--- config.mk ---
export PLATFORM = sky130hd
export DESIGN_NAME = acf_compare_filter
export DESIGN_NICKNAME = d
export VERILOG_FILES = /design/src/shared/acf_pkg.sv /design/src/shared/acf_res_if.sv /design/src/design/acf_filter.sv /design/src/design/acf_compare_filter.sv
export SDC_FILE = /design/constraint.sdc
export NUM_CORES = 2
export LEC_CHECK = 0
export BUFFER_PORTS_ARGS = -buffer_cell sky130_fd_sc_hd__buf_4
export CORE_AREA = 3 3 258 260
export CTS_CLUSTER_SIZE = 25
export DETAILED_ROUTE_END_ITERATION = 6
export DIE_AREA = 0 0 261 263
export PLACE_DENSITY = 0.69
export SLEW_MARGIN = 20
export SYNTH_ARGS = -nofsm -noshare
export SYNTH_HDL_FRONTEND = slang
export SYNTH_SLANG_ARGS = --single-unit
--- constraint.sdc ---
create_clock -name clk -period 9 [get_ports clk]
set_input_delay 1.35 -clock clk [delete_from_list [all_inputs] [get_ports clk]]
set_output_delay 1.35 -clock clk [all_outputs]
set_load 0.1 [all_outputs]
--- src/shared/acf_pkg.sv ---
// Purpose: Shared constants, register map and decode helpers for the result compare/filter block
// Assumes: 32-bit APB, 12-bit converter results, 21 result channels
// Notes:   Each register takes one aligned word; narrow registers sit in the low bits
package acf_pkg;
	localparam int         N_UNIT     = 4;
	localparam int         N_CHAN     = 21;
	localparam int         AW         = 8;
	localparam logic [4:0] CH_LAST    = 5'h14;
	// Comparator k at k*0x20, filter k at 0x80 + k*0x10
	localparam logic [4:0] CMP_CON    = 5'h00;
	localparam logic [4:0] CMP_ENL    = 5'h04;
	localparam logic [4:0] CMP_ENH    = 5'h08;
	localparam logic [4:0] CMP_LO     = 5'h0C;
	localparam logic [4:0] CMP_HI     = 5'h10;
	localparam logic [1:0] FLT_REGION = 2'h2;
	localparam logic [3:0] FLT_CON    = 4'h0;
	localparam logic [3:0] FLT_DAT    = 4'h4;
	// Comparator control fields
	localparam int         CC_EVENT_CHANNEL_NUMBER    = 8;
	localparam int         CC_ON      = 7;
	localparam int         CC_IE      = 6;
	localparam int         CC_STAT    = 5;
	localparam int         SEL_BELOW_LOW_SELECT   = 0;
	localparam int         SEL_ABOVE_LOW_SELECT   = 1;
	localparam int         SEL_BELOW_HIGH_SELECT   = 2;
	localparam int         SEL_ABOVE_HIGH_SELECT   = 3;
	localparam int         SEL_BETWEEN_LIMITS_SELECT   = 4;
	// Filter control fields
	localparam int         FC_ON      = 15;
	localparam int         FC_MODE    = 13;
	localparam int         FC_RATIO   = 10;
	localparam int         FC_IE      = 9;
	localparam int         FC_RDY     = 8;
	localparam logic [1:0] MODE_OS    = 2'h0;
	localparam logic [1:0] MODE_AV    = 2'h3;
	localparam logic [3:0] RES_INT    = 4'hC;

	typedef enum {RK_NONE, RK_CCON, RK_CENL, RK_CENH, RK_CLO, RK_CHI,
		RK_FCON, RK_FDAT} acf_reg_t;

	function automatic acf_reg_t acf_decode(input logic [AW-1:0] a);
		acf_reg_t k;
		k = RK_NONE;
		if (a[1:0] != 2'h0) begin
			k = RK_NONE;
		end else if (!a[7]) begin
			case (a[4:0])
				CMP_CON: k = RK_CCON;
				CMP_ENL: k = RK_CENL;
				CMP_ENH: k = RK_CENH;
				CMP_LO:  k = RK_CLO;
				CMP_HI:  k = RK_CHI;
				default: k = RK_NONE;
			endcase
		end else if (a[7:6] == FLT_REGION) begin
			case (a[3:0])
				FLT_CON: k = RK_FCON;
				FLT_DAT: k = RK_FDAT;
				default: k = RK_NONE;
			endcase
		end
		return k;
	endfunction : acf_decode

	function automatic logic [1:0] acf_unit(input logic [AW-1:0] a);
		return a[7] ? a[5:4] : a[6:5];
	endfunction : acf_unit

	// Number of samples per result, as a power of two
	function automatic logic [3:0] acf_log2n(input logic [1:0] m, input logic [2:0] r);
		if (m == MODE_AV)
			return {1'b0, r} + 4'h1;
		else if (r[2])
			return {1'b0, r[1:0], 1'b1};
		else
			return {1'b0, r[1:0], 1'b0} + 4'h2;
	endfunction : acf_log2n

	// Result width in bits: 12 when averaging, 12 plus fraction bits when oversampling
	function automatic logic [4:0] acf_width(input logic [1:0] m, input logic [2:0] r);
		if (m == MODE_AV)
			return {1'b0, RES_INT};
		else
			return {1'b0, RES_INT} + {3'h0, r[1:0]} + 5'h01;
	endfunction : acf_width

	function automatic logic [3:0] acf_shift(input logic [1:0] m, input logic [2:0] r);
		return acf_log2n(m, r) + RES_INT - 4'(acf_width(m, r));
	endfunction : acf_shift
endpackage : acf_pkg

--- src/shared/acf_res_if.sv ---
// Purpose: Carries one converter result (channel and value) from the top to the filters
// Assumes: valid is a one-cycle pulse per result buffer update
// Notes:   src drives, snk only listens
`timescale 1ns/1ps
interface acf_res_if;
	logic        valid;
	logic [4:0]  chan;
	logic [11:0] data;
	modport src (output valid, output chan, output data);
	modport snk (input valid, input chan, input data);
endinterface : acf_res_if

--- src/design/acf_filter.sv ---
// Purpose: One oversampling/averaging filter on a selected result channel
// Assumes: At most one result per clock on the shared result carrier
// Notes:   A result caught during a data read still sets the ready flag
`timescale 1ns/1ps
module acf_filter (
	input  wire logic        clk,
	input  wire logic        rst_n,
	acf_res_if.snk           rin,
	input  wire logic        on,
	input  wire logic [1:0]  mode,
	input  wire logic [2:0]  ratio,
	input  wire logic [4:0]  chsel,
	input  wire logic        rd_clr,
	output logic      [15:0] result,
	output logic             rdy
);
	import acf_pkg::*;

	logic [19:0] acc;
	logic [19:0] sum;
	logic [8:0]  cnt;
	logic        mode_ok;
	logic        take;
	logic        last;

	// Reserved modes and channel codes simply never accumulate
	assign mode_ok = (mode == MODE_OS) || (mode == MODE_AV); // RULE_05
	assign take    = on && mode_ok && rin.valid && rin.chan == chsel
		&& chsel <= CH_LAST; // RULE_10 RULE_13
	assign sum     = acc + {8'h00, rin.data};
	// >= so that a ratio lowered mid-run still finishes
	assign last    = take && cnt >= (9'h001 << acf_log2n(mode, ratio)) - 9'h001;

	always_ff @(posedge clk) begin
		if (!rst_n || !on) begin
			acc <= 20'h00000;
			cnt <= 9'h000;
		end else if (last) begin
			acc <= 20'h00000;
			cnt <= 9'h000;
		end else if (take) begin
			acc <= sum;
			cnt <= cnt + 9'h001;
		end
	end

	always_ff @(posedge clk) begin
		if (!rst_n)
			result <= 16'h0000;
		else if (last)
			result <= 16'(sum >> acf_shift(mode, ratio)); // RULE_06 RULE_07 RULE_08
	end

	always_ff @(posedge clk) begin
		if (!rst_n || !on)
			rdy <= 1'b0; // RULE_04
		else if (last)
			rdy <= 1'b1; // RULE_12
		else if (rd_clr)
			rdy <= 1'b0; // RULE_12
	end
endmodule : acf_filter

--- src/design/acf_compare_filter.sv ---
// Purpose: Four digital comparators and four result filters behind an APB slave
// Assumes: One converter result per clock at most, presented as a one-cycle strobe
// Notes:   APB answers with exactly one wait-free access cycle; unmapped addresses give pslverr
// What this block does
// RULE_01: On a comparator event store the five-bit channel index in the channel field.
// RULE_02: A comparator only looks at channels whose mask bit is set.
// RULE_03: Upper bits of the high mask half are unimplemented and read zero.
// RULE_04: Filter off stops it and clears ready; on lets it accumulate.
// RULE_05: Mode 00 is oversampling, 11 averaging; 01 and 10 reserved.
// RULE_06: Oversampling codes 111..100 give 128x, 32x, 8x, 2x with 4..1 fraction bits.
// RULE_07: Oversampling codes 011..000 give 256x, 64x, 16x, 4x with 4..1 fraction bits.
// RULE_08: Averaging gives 12-bit results; codes 000..111 give 2x up to 256x.
// RULE_09: With filter interrupt allowed, a ready result raises the shared interrupt.
// RULE_10: Filter channel codes 0..20 are valid; 21 and above are reserved.
// RULE_11: Any enabled limit condition on a monitored result flags a comparator event.
// RULE_12: Ready sets when a result is stored and clears when the data is read.
// RULE_13: Results arrive from per-channel buffers with their own ready strobe.
//
// Added by the designer: register access over APB and the register addresses.
`timescale 1ns/1ps
module acf_compare_filter (
	input  wire logic                     clk,
	input  wire logic                     rst_n,
	input  wire logic                     psel,
	input  wire logic                     penable,
	input  wire logic                     pwrite,
	input  wire logic [acf_pkg::AW-1:0]   paddr,
	input  wire logic [31:0]              pwdata,
	output logic      [31:0]              prdata,
	output logic                          pready,
	output logic                          pslverr,
	input  wire logic                     res_valid,
	input  wire logic [4:0]               res_chan,
	input  wire logic [11:0]              res_data,
	output logic                          irq
);
	import acf_pkg::*;

	acf_res_if rin();

	// Comparator state
	logic [N_UNIT-1:0] cmp_on;
	logic [N_UNIT-1:0] cmp_ie;
	logic [N_UNIT-1:0] cmp_stat;
	logic [4:0]        cmp_event_channel_number [N_UNIT];
	logic [4:0]        cmp_sel  [N_UNIT];
	logic [20:0]       cmp_mask [N_UNIT];
	logic [15:0]       cmp_lo   [N_UNIT];
	logic [15:0]       cmp_hi   [N_UNIT];
	logic [N_UNIT-1:0] cmp_hit;
	logic [N_UNIT-1:0] cmp_evt;
	logic [N_UNIT-1:0] clr_stat;

	// Filter state
	logic [N_UNIT-1:0] flt_on;
	logic [N_UNIT-1:0] flt_ie;
	logic [1:0]        flt_mode  [N_UNIT];
	logic [2:0]        flt_ratio [N_UNIT];
	logic [4:0]        flt_chsel [N_UNIT];
	logic [15:0]       flt_res   [N_UNIT];
	logic [N_UNIT-1:0] flt_rdy;
	logic [N_UNIT-1:0] clr_rdy;

	// Bus side
	acf_reg_t          s_kind;
	logic [1:0]        s_unit;
	logic              setup;
	logic              acc_wr;
	logic              acc_rd;
	logic [31:0]       next_rdata;

	assign rin.valid = res_valid;
	assign rin.chan  = res_chan;
	assign rin.data  = res_data;

	assign s_kind = acf_decode(paddr);
	assign s_unit = acf_unit(paddr);
	assign setup  = psel && !penable;
	assign acc_wr = psel && penable && pready && pwrite;
	assign acc_rd = psel && penable && pready && !pwrite;

	function automatic logic wsel(input acf_reg_t kd, input int k);
		return acc_wr && s_kind == kd && s_unit == 2'(k);
	endfunction : wsel

	function automatic logic cmp_match(
		input logic [4:0]  sel,
		input logic [15:0] lo,
		input logic [15:0] hi,
		input logic [15:0] v
	);
		logic lt_lo;
		logic lt_hi;
		lt_lo = v < lo;
		lt_hi = v < hi;
		return (sel[SEL_BELOW_LOW_SELECT] && lt_lo)
			|| (sel[SEL_ABOVE_LOW_SELECT] && !lt_lo)
			|| (sel[SEL_BELOW_HIGH_SELECT] && lt_hi)
			|| (sel[SEL_ABOVE_HIGH_SELECT] && !lt_hi)
			|| (sel[SEL_BETWEEN_LIMITS_SELECT] && !lt_lo && lt_hi);
	endfunction : cmp_match

	// Shift rather than index so that channel codes above 20 read as a clear mask bit
	always_comb begin
		for (int k = 0; k < N_UNIT; k++) begin
			cmp_hit[k] = res_valid && res_chan <= CH_LAST
				&& ((32'(cmp_mask[k]) >> res_chan) & 32'h1) != 32'h0; // RULE_02
			cmp_evt[k] = cmp_on[k] && cmp_hit[k]
				&& cmp_match(cmp_sel[k], cmp_lo[k], cmp_hi[k], 16'(res_data)); // RULE_11
		end
	end

	always_ff @(posedge clk) begin
		if (!rst_n) begin
			cmp_on <= '0;
			cmp_ie <= '0;
			for (int k = 0; k < N_UNIT; k++)
				cmp_sel[k] <= 5'h00;
		end else begin
			for (int k = 0; k < N_UNIT; k++) begin
				if (wsel(RK_CCON, k)) begin
					cmp_on[k]  <= pwdata[CC_ON];
					cmp_ie[k]  <= pwdata[CC_IE];
					cmp_sel[k] <= pwdata[SEL_BETWEEN_LIMITS_SELECT:SEL_BELOW_LOW_SELECT];
				end
			end
		end
	end

	always_ff @(posedge clk) begin
		if (!rst_n) begin
			for (int k = 0; k < N_UNIT; k++)
				cmp_mask[k] <= 21'h000000;
		end else begin
			for (int k = 0; k < N_UNIT; k++) begin
				if (wsel(RK_CENL, k))
					cmp_mask[k][15:0] <= pwdata[15:0];
				if (wsel(RK_CENH, k))
					cmp_mask[k][20:16] <= pwdata[4:0]; // RULE_03
			end
		end
	end

	always_ff @(posedge clk) begin
		if (!rst_n) begin
			for (int k = 0; k < N_UNIT; k++) begin
				cmp_lo[k] <= 16'h0000;
				cmp_hi[k] <= 16'h0000;
			end
		end else begin
			for (int k = 0; k < N_UNIT; k++) begin
				if (wsel(RK_CLO, k))
					cmp_lo[k] <= pwdata[15:0];
				if (wsel(RK_CHI, k))
					cmp_hi[k] <= pwdata[15:0];
			end
		end
	end

	// A new event beats the clear from a read; switching off clears the status regardless
	always_ff @(posedge clk) begin
		if (!rst_n) begin
			cmp_stat <= '0;
			for (int k = 0; k < N_UNIT; k++)
				cmp_event_channel_number[k] <= 5'h00;
		end else begin
			for (int k = 0; k < N_UNIT; k++) begin
				if (cmp_evt[k]) begin
					cmp_stat[k] <= 1'b1;
					cmp_event_channel_number[k] <= res_chan; // RULE_01
				end else if (!cmp_on[k] || (acc_rd && clr_stat[k])) begin
					cmp_stat[k] <= 1'b0;
				end
			end
		end
	end

	always_ff @(posedge clk) begin
		if (!rst_n) begin
			flt_on <= '0;
			flt_ie <= '0;
			for (int k = 0; k < N_UNIT; k++) begin
				flt_mode[k]  <= MODE_OS;
				flt_ratio[k] <= 3'h0;
				flt_chsel[k] <= 5'h00;
			end
		end else begin
			for (int k = 0; k < N_UNIT; k++) begin
				if (wsel(RK_FCON, k)) begin
					flt_on[k]    <= pwdata[FC_ON]; // RULE_04
					flt_mode[k]  <= pwdata[FC_MODE+1:FC_MODE];
					flt_ratio[k] <= pwdata[FC_RATIO+2:FC_RATIO];
					flt_ie[k]    <= pwdata[FC_IE];
					flt_chsel[k] <= pwdata[4:0];
				end
			end
		end
	end

	for (genvar k = 0; k < N_UNIT; k++) begin : g_flt
		acf_filter u_flt (
			.clk    (clk),
			.rst_n  (rst_n),
			.rin    (rin),
			.on     (flt_on[k]),
			.mode   (flt_mode[k]),
			.ratio  (flt_ratio[k]),
			.chsel  (flt_chsel[k]),
			.rd_clr (acc_rd && clr_rdy[k]),
			.result (flt_res[k]),
			.rdy    (flt_rdy[k])
		);
	end

	always_comb begin
		next_rdata = 32'h00000000;
		unique case (s_kind)
			RK_CCON: next_rdata = 32'({cmp_event_channel_number[s_unit], cmp_on[s_unit], cmp_ie[s_unit],
				cmp_stat[s_unit], cmp_sel[s_unit]});
			RK_CENL: next_rdata = 32'(cmp_mask[s_unit][15:0]);
			RK_CENH: next_rdata = 32'(cmp_mask[s_unit][20:16]); // RULE_03
			RK_CLO:  next_rdata = 32'(cmp_lo[s_unit]);
			RK_CHI:  next_rdata = 32'(cmp_hi[s_unit]);
			RK_FCON: next_rdata = 32'({flt_on[s_unit], flt_mode[s_unit], flt_ratio[s_unit],
				flt_ie[s_unit], flt_rdy[s_unit], 3'h0, flt_chsel[s_unit]});
			RK_FDAT: next_rdata = 32'(flt_res[s_unit]);
			default: next_rdata = 32'h00000000;
		endcase
	end

	// Data is captured in the setup cycle so every bus output comes from a flop
	always_ff @(posedge clk) begin
		if (!rst_n) begin
			pready  <= 1'b0;
			pslverr <= 1'b0;
		end else begin
			pready  <= setup;
			pslverr <= setup && s_kind == RK_NONE;
		end
	end

	always_ff @(posedge clk) begin
		if (!rst_n)
			prdata <= 32'h00000000;
		else if (setup && !pwrite)
			prdata <= next_rdata;
	end

	// Only flags that were actually seen by the read are cleared by it
	always_ff @(posedge clk) begin
		if (!rst_n) begin
			clr_stat <= '0;
			clr_rdy  <= '0;
		end else begin
			for (int k = 0; k < N_UNIT; k++) begin
				clr_stat[k] <= setup && !pwrite && s_kind == RK_CCON
					&& s_unit == 2'(k) && cmp_stat[k];
				clr_rdy[k]  <= setup && !pwrite && s_kind == RK_FDAT
					&& s_unit == 2'(k) && flt_rdy[k]; // RULE_12
			end
		end
	end

	always_ff @(posedge clk) begin
		if (!rst_n)
			irq <= 1'b0;
		else
			irq <= |(cmp_stat & cmp_ie) || |(flt_rdy & flt_ie); // RULE_09
	end
endmodule : acf_compare_filter

# Word-level counts from Yosys, hierarchy flattened
# Memory sizes are Yosys's and may differ from the RTL's.
# Index checks and enable logic that the tools add are counted.
# totals
register_bits	247
mem_bits_rw	292
input_bits	63
output_inout_bits	35
wordCells	565
n_memories	8
# op_classes
add_sub_neg	36
magnitude_cmp	19
n_eq_ne	31
shifts	12
n_mux	187
n_bitwise	39
reduce_logical	191
# mem_list
name	depth	width	read_ports	rd_ports_with_merged_regs	write_ports	line_no	text
cmp_mask	4	21	5	0	4	acf_compare_filter.sv:47	logic [20:0] cmp_mask [N_UNIT];
cmp_hi	4	16	5	0	4	acf_compare_filter.sv:49	logic [15:0] cmp_hi [N_UNIT];
cmp_lo	4	16	5	0	4	acf_compare_filter.sv:48	logic [15:0] cmp_lo [N_UNIT];
cmp_event_channel_number	4	5	1	0	4	acf_compare_filter.sv:45	logic [4:0] cmp_event_channel_number [N_UNIT];
cmp_sel	4	5	5	0	4	acf_compare_filter.sv:46	logic [4:0] cmp_sel [N_UNIT];
flt_chsel	4	5	5	0	4	acf_compare_filter.sv:59	logic [4:0] flt_chsel [N_UNIT];
2 more memories	-	-	-	-	-	-	
# op_table
operator	count
$mux W16	14
$eq A32 B3 Y1 const B	6
$eq A32 B4 Y1 const B	4
$lt A12 B16 Y1	8
$logic_and A1 B1 Y1	120
$mux W4	28
$pmux W16 S7	1
$mux W1	107
$eq A32 B2 Y1 const B	3
$shr A21 B5 Y1	4
$add A20 B12 Y20	4
$mux W5	16
$shr A20 B4 Y16	4
$add A9 B1 Y9 const B	4
$ge A9 B9 Y1	4
$or A1 B1 Y1	36
$shl A1 B4 Y9 const A	4
$sub A9 B1 Y9 const B	4
$bmux W16 S2	1
$eq A32 B1 Y1 const B	1
$logic_not A32 Y1	1
$mux W32	1
$logic_or A1 B1 Y1	29
$le A5 B5 Y1 const B	5
29 further kinds	106

# Logic depth before layout (Yosys ltp)
# An unclocked memory read counts as a cell.
# depth
ltp_word	13
ltp_mapped	25
mapped_depth_nobuf	22

# Modules after synthesis
# A second synthesis with hierarchy kept.
# unflattened
hier_cells	3870
area_unflattened_um2	36471.2
# by_module_without_submodules
mod	instances	cells_per_inst	area_each_um2	seq_area_each_um2
acf_compare_filter	1	1525	18994.5	9709.3
acf_filter at g_flt[0].u_flt ...	2	589	4351.7	920.9
acf_filter at g_flt[2].u_flt	1	603	4405.5	920.9
acf_filter at g_flt[3].u_flt	1	564	4367.9	920.9

# Worst setup path after synthesis
# No wires, ideal clock.
# synth_path
kind	reg-to-reg
start	mem flt_ratio[3][0]
end	reg g_flt[3].u_flt.acc[16]
setup_time_ps	65
arrival_time_ps	4701
required_ps	8935
path_slack_ps	4233
stages_incl_launch_ff	24
n_path_buf	3
synth_period_minus_slack_ps	4767
cell_sequence	edfxtp_1 ha_1 ha_1 nor2b_1 a41oi_1 and2_1 nand3_1 ha_1 clkbuf_1 nor3_1 a21oi_1 nor2_1 a21oi_1 ha_1 a21o_1 a211o_1 o221a_2 o21a_1 o21a_1 nor2_1 nand2_1 clkbuf_1 buf_1 nor2_1
# synth_lines
item	line_no	text
start, declared	acf_compare_filter.sv:58	logic [2:0] flt_ratio [N_UNIT];
end signal, assigned	acf_filter.sv:42	acc <= sum;
end, declared	acf_filter.sv:19	logic [19:0] acc;

==> impl_metrics.csv <==
group,metric,value,unit
power,vdd_drop_max,0.000190,V
clocking,htreeDepth,2,
timing,slew_headroom,0.237,
setup_path,reg2reg_from,"flt_ratio[1][0]$_SDFFCE_PN0P_",
timing,fin_crit,5590,ps
setup_path,max_stage_delay,720,ps
setup_path,crit_path_start,"flt_ratio[1][0]$_SDFFCE_PN0P_",
setup_path,critical_path_depth,19,
setup_path,path_buf_inv,0,
setup_path,worst_path_most_repeated_cell,"ha_1",
detailed_routing,via_per_inst,6.34,
placed_design,dp_cells,4447,
finish,final-seq-area,13400,sq um
finish,drive_above_1_share,0.116,
floorplanning,dieHeight,263,um
power,power.leakage,14.9,nW
synthesis,async_flop_share,0,
placed_design,io_buffers,65,
synthesis,ys_ff_latch,523,
grt,first_global_vias,27600,
floorplanning,die_w,261,um
clocking,clock_latency,660,ps
setup_path,ff2ff_path_depth,19,
timing,worst_pin_slew,1140,ps
detailed_routing,finalWirelength,108000,um
setup_path,r2r_slack,3410,ps
clocking,cts.clk_slew.worst_paths,60,ps
synthesis,synth_area,35400,sq um
finish,finish.net_count,3928,
setup_path,regToRegEndpoint,"g_flt[1].u_flt.acc[1]$_SDFFE_PP0P_",
synthesis,yosysWarnings,0,
detailed_routing,avgRoutedWirePerCell,23.8,um
setup_path,path_delay_family,"simple AND/OR/NAND/NOR gates",
synthesis,synth-main-ff-cell,"edfxtp_1",
timing,hold_viol_final,0,
run_status,outcome,"complete, no violations",
timing,slew_violations,0,
grt,antenna_found_initial,5,
clocking,ctsHoldBuffers,0,
detailed_routing,vias,28900,
timing,fin_hold_ws,456,ps
setup_path,crit_arrival,6120,ps
run,max_cap_violations,0,
floorplanning,core.rowCount,93,
setup_path,critPathCapture,"g_flt[1].u_flt.acc[1]$_SDFFE_PP0P_",
timing,skew,37.4,ps
synthesis,synth_edf_count,292,
min_path,hold_path.class,"reg -> reg",
clocking,cts_root_buf,"clkbuf_16",
floorplanning,pin_count,98,
timing,rsz0062_at_grt,"no",
setup_path,endpoint_kind,"flop",
finish,final_cells,4558,
clocking,cts_max_path_buffers,3,
timing,setup_tns,0,ps
synthesis,synth.yosys.seq_area_share,0.378,
floorplanning,dieArea,68600,sq um
floorplanning,start_util,0.551,
grt,grt_max_degree,82,
setup_path,worstPathMaxFanout,29,
setup_path,crit_slowest_cell,"nand2_1",
detailed_routing,drt_iter0_drc,3182,
clocking,cts_setup_buffers,0,
setup_path,crit_required,9530,ps
setup_path,cp_cell_sequence,"ha_1 > ha_1 > nor2b_1 > a41oi_2 > and2_1 > nand3_1 > ha_1 > nor3_1 > a21oi_1 > nor2_1 > nor2_1 > ha_1 > a21o_1 > nand2_1 > a31oi_1 > o31a_1 > nor2_1 > nand2_1 > a211oi_1",
setup_path,path_class,"reg -> reg",
synthesis,syn-mean-instance-area,9.60,sq um
clocking,cts_inserted_buffers,58,
detailed_routing,route.detailed.drc,0,
clocking,cts.sinks,523,
clocking,cts_resized,0,
synthesis,ys_types,99,
setup_path,startpoint_type,"flop",
finish,fillers,5485,
power,finalPower,6.17,mW
grt,track_usage,0.313,
floorplanning,core-area,64300,sq um
timing,final-setup-viol-count,0,
min_path,whs_path_depth,2,
finish,area_growth,9.16,%
clocking,cts_tree,"yes",
detailed_routing,drt_pre_antenna_iters,5,
power,pwr_density_cell,159,nW/um^2
synthesis,yosys.area.top_type,"edfxtp_1",
timing,finalCritPeriodShare,0.621,
timing,max_freq,179,MHz
finish,multi_input_area,20500,sq um
grt,overflow,0,
placed_design,gp_congestion,0.970,
placed_design,dpl.hpwl,78300,um
detailed_routing,drtAntennaViolNets,0,
synthesis,yosysTopAreaCellShare,0.248,
synthesis,synthTopCellsByArea,"edfxtp_1 25%, dfxtp_1 13%, mux4_2 8.7%",
synthesis,synthCells,3689,
grt,grt_pass1_wl,166000,um
-- registers in the layout, summed over array words and instances (netlist names), 8 cells and up --
| signal | count |
|---|---|
| g_flt.u_flt.acc | 80 |
| flt_ratio | 12 |
| cmp_sel | 20 |
| g_flt.u_flt.cnt | 36 |
| cmp_event_channel_number | 20 |
| cmp_hi | 64 |
| cmp_lo | 64 |
| prdata | 16 |
| g_flt.u_flt.result | 64 |
| flt_chsel | 20 |
| flt_mode | 8 |
| cmp_mask | 84 |
-- area by class of cell --
| cell class | instances | area share |
|---|---|---|
| Tap cell | 855 | 0.0277 |
| Clock buffer | 72 | 0.0424 |
| Inverter | 188 | 0.0182 |
| Multi-Input combinational cell | 2772 | 0.531 |
| Clock inverter | 37 | 0.0128 |
| Timing Repair Buffer | 109 | 0.0212 |
| Sequential cell | 523 | 0.346 |
| Antenna cell | 2 | 0.000129 |
-- metrics by stage --
step | cell area [sq um] | utilization | setup slack [ps]
finish | 38700 | 0.601 | 3410
CTS | 38600 | 0.601 | 3260
floorplan | 35500 | - | 4230
detailed placement | 36500 | 0.567 | 3300
global placement | 36500 | 0.567 | 3340
global route | 38700 | 0.601 | 2710
-- cells by family (layout without fill, tap and decap cells) --
logic type,Yosys count,count (layout),synth area share
other,1,18,0.000106
and+or+nand+nor,1316,1316,0.183
muxes,239,239,0.117
AOI/OAI and AO/OA,843,843,0.163
xor gates and xnor gates,145,145,0.0359
buffers and inverters,409,406,0.0459
adders and majority gates,213,213,0.0769
DFF,523,523,0.378
-- routing by layer --
| layer | routed length, um | GRT usage | vias to the layer above | part of all wire |
|---|---|---|---|---|
| li1 | - | - | 13500 | - |
| met1 | 43600 | 0.421 | 13900 | 0.40 |
| met2 | 49600 | 0.500 | 1274 | 0.46 |
| met3 | 9530 | 0.0517 | 246 | 0.088 |
| met4 | 5550 | 0.138 | 2 | 0.051 |
| met5 | 13 | 0.00214 | - | 0.00012 |
-- cells in the final DEF (no fill, tap or decap), types with 17 or more instances in the layout --
master,n
o21ai_1,24
a22oi_1,26
edfxtp_1,292
dfxtp_1,231
clkbuf_16,63
nor2b_1,29
or3_1,18
mux2i_1,67
a211oi_1,37
and2_1,296
nand2_1,291
nand3_1,83
a22o_1,47
and3_1,48
nand4_1,32
nor2_1,355
o21a_1,21
o31ai_1,18
xor2_1,61
xnor2_1,84
buf_4,109
nor3_1,63
a31oi_1,37
a221oi_1,25
o211ai_1,32
a21oi_1,195
nand2b_1,32
mux4_2,137
mux2_2,30
inv_1,181
a21o_1,48
o21ai_0,151
ha_1,205
nor4_1,17
-- report_power, final --
group	total, mW	switching [mW]	internal (mW)
sequential	2.58	0.0300	2.55
clock	2.62	1.06	1.56
combinational	0.959	0.631	0.328
total	6.17	1.72	4.44
-- worst register-to-register path, delay by kind of cell (launching register included) --
family                     cells  cell delay, ps
and+or+nand+nor                9            2230
DFF                            1             540
AOI/OAI and AO/OA              6            1680
adders and majority gates      4            1050
-- synthesized netlist by cell type (15+ instances only) --
cell type / number
nand4_1: 32
a31oi_1: 37
a21oi_1: 195
nand2b_1: 32
buf_1: 20
o21ai_0: 163
o2111ai_1: 16
or3_1: 18
clkbuf_1: 160
nor3_1: 64
mux2_2: 32
mux2i_1: 69
and2_1: 296
a22oi_1: 26
inv_1: 181
xnor2_1: 84
nand2_1: 292
o31ai_1: 18
o211ai_1: 32
nor4_1: 17
a21o_1: 48
nand3_1: 83
o21a_1: 21
dfxtp_1: 231
o221ai_1: 15
nor2_1: 358
xor2_1: 61
a211oi_1: 37
a221oi_1: 25
buf_2: 25
and3_1: 48
nor2b_1: 29
ha_1: 205
edfxtp_1: 292
mux4_2: 137
a22o_1: 47
buf_4: 16
-- worst min path at each step --
stage | start | to | slack [ps]
after floorplan | g_flt[3].u_flt.result[12]$_SDFFE_PN0P_ | g_flt[3].u_flt.result[12]$_SDFFE_PN0P_ | 420
after global placement | g_flt[0].u_flt.acc[0]$_SDFFE_PP0P_ | g_flt[0].u_flt.acc[0]$_SDFFE_PP0P_ | 440
after detailed placement | g_flt[0].u_flt.acc[0]$_SDFFE_PP0P_ | g_flt[0].u_flt.acc[0]$_SDFFE_PP0P_ | 450
after CTS | g_flt[0].u_flt.acc[0]$_SDFFE_PP0P_ | g_flt[0].u_flt.acc[0]$_SDFFE_PP0P_ | 460
after global routing | g_flt[3].u_flt.acc[7]$_SDFFE_PP0P_ | g_flt[3].u_flt.acc[7]$_SDFFE_PP0P_ | 480
final | g_flt[0].u_flt.acc[0]$_SDFFE_PP0P_ | g_flt[0].u_flt.acc[0]$_SDFFE_PP0P_ | 460
(Power assumes the default switching activity.)
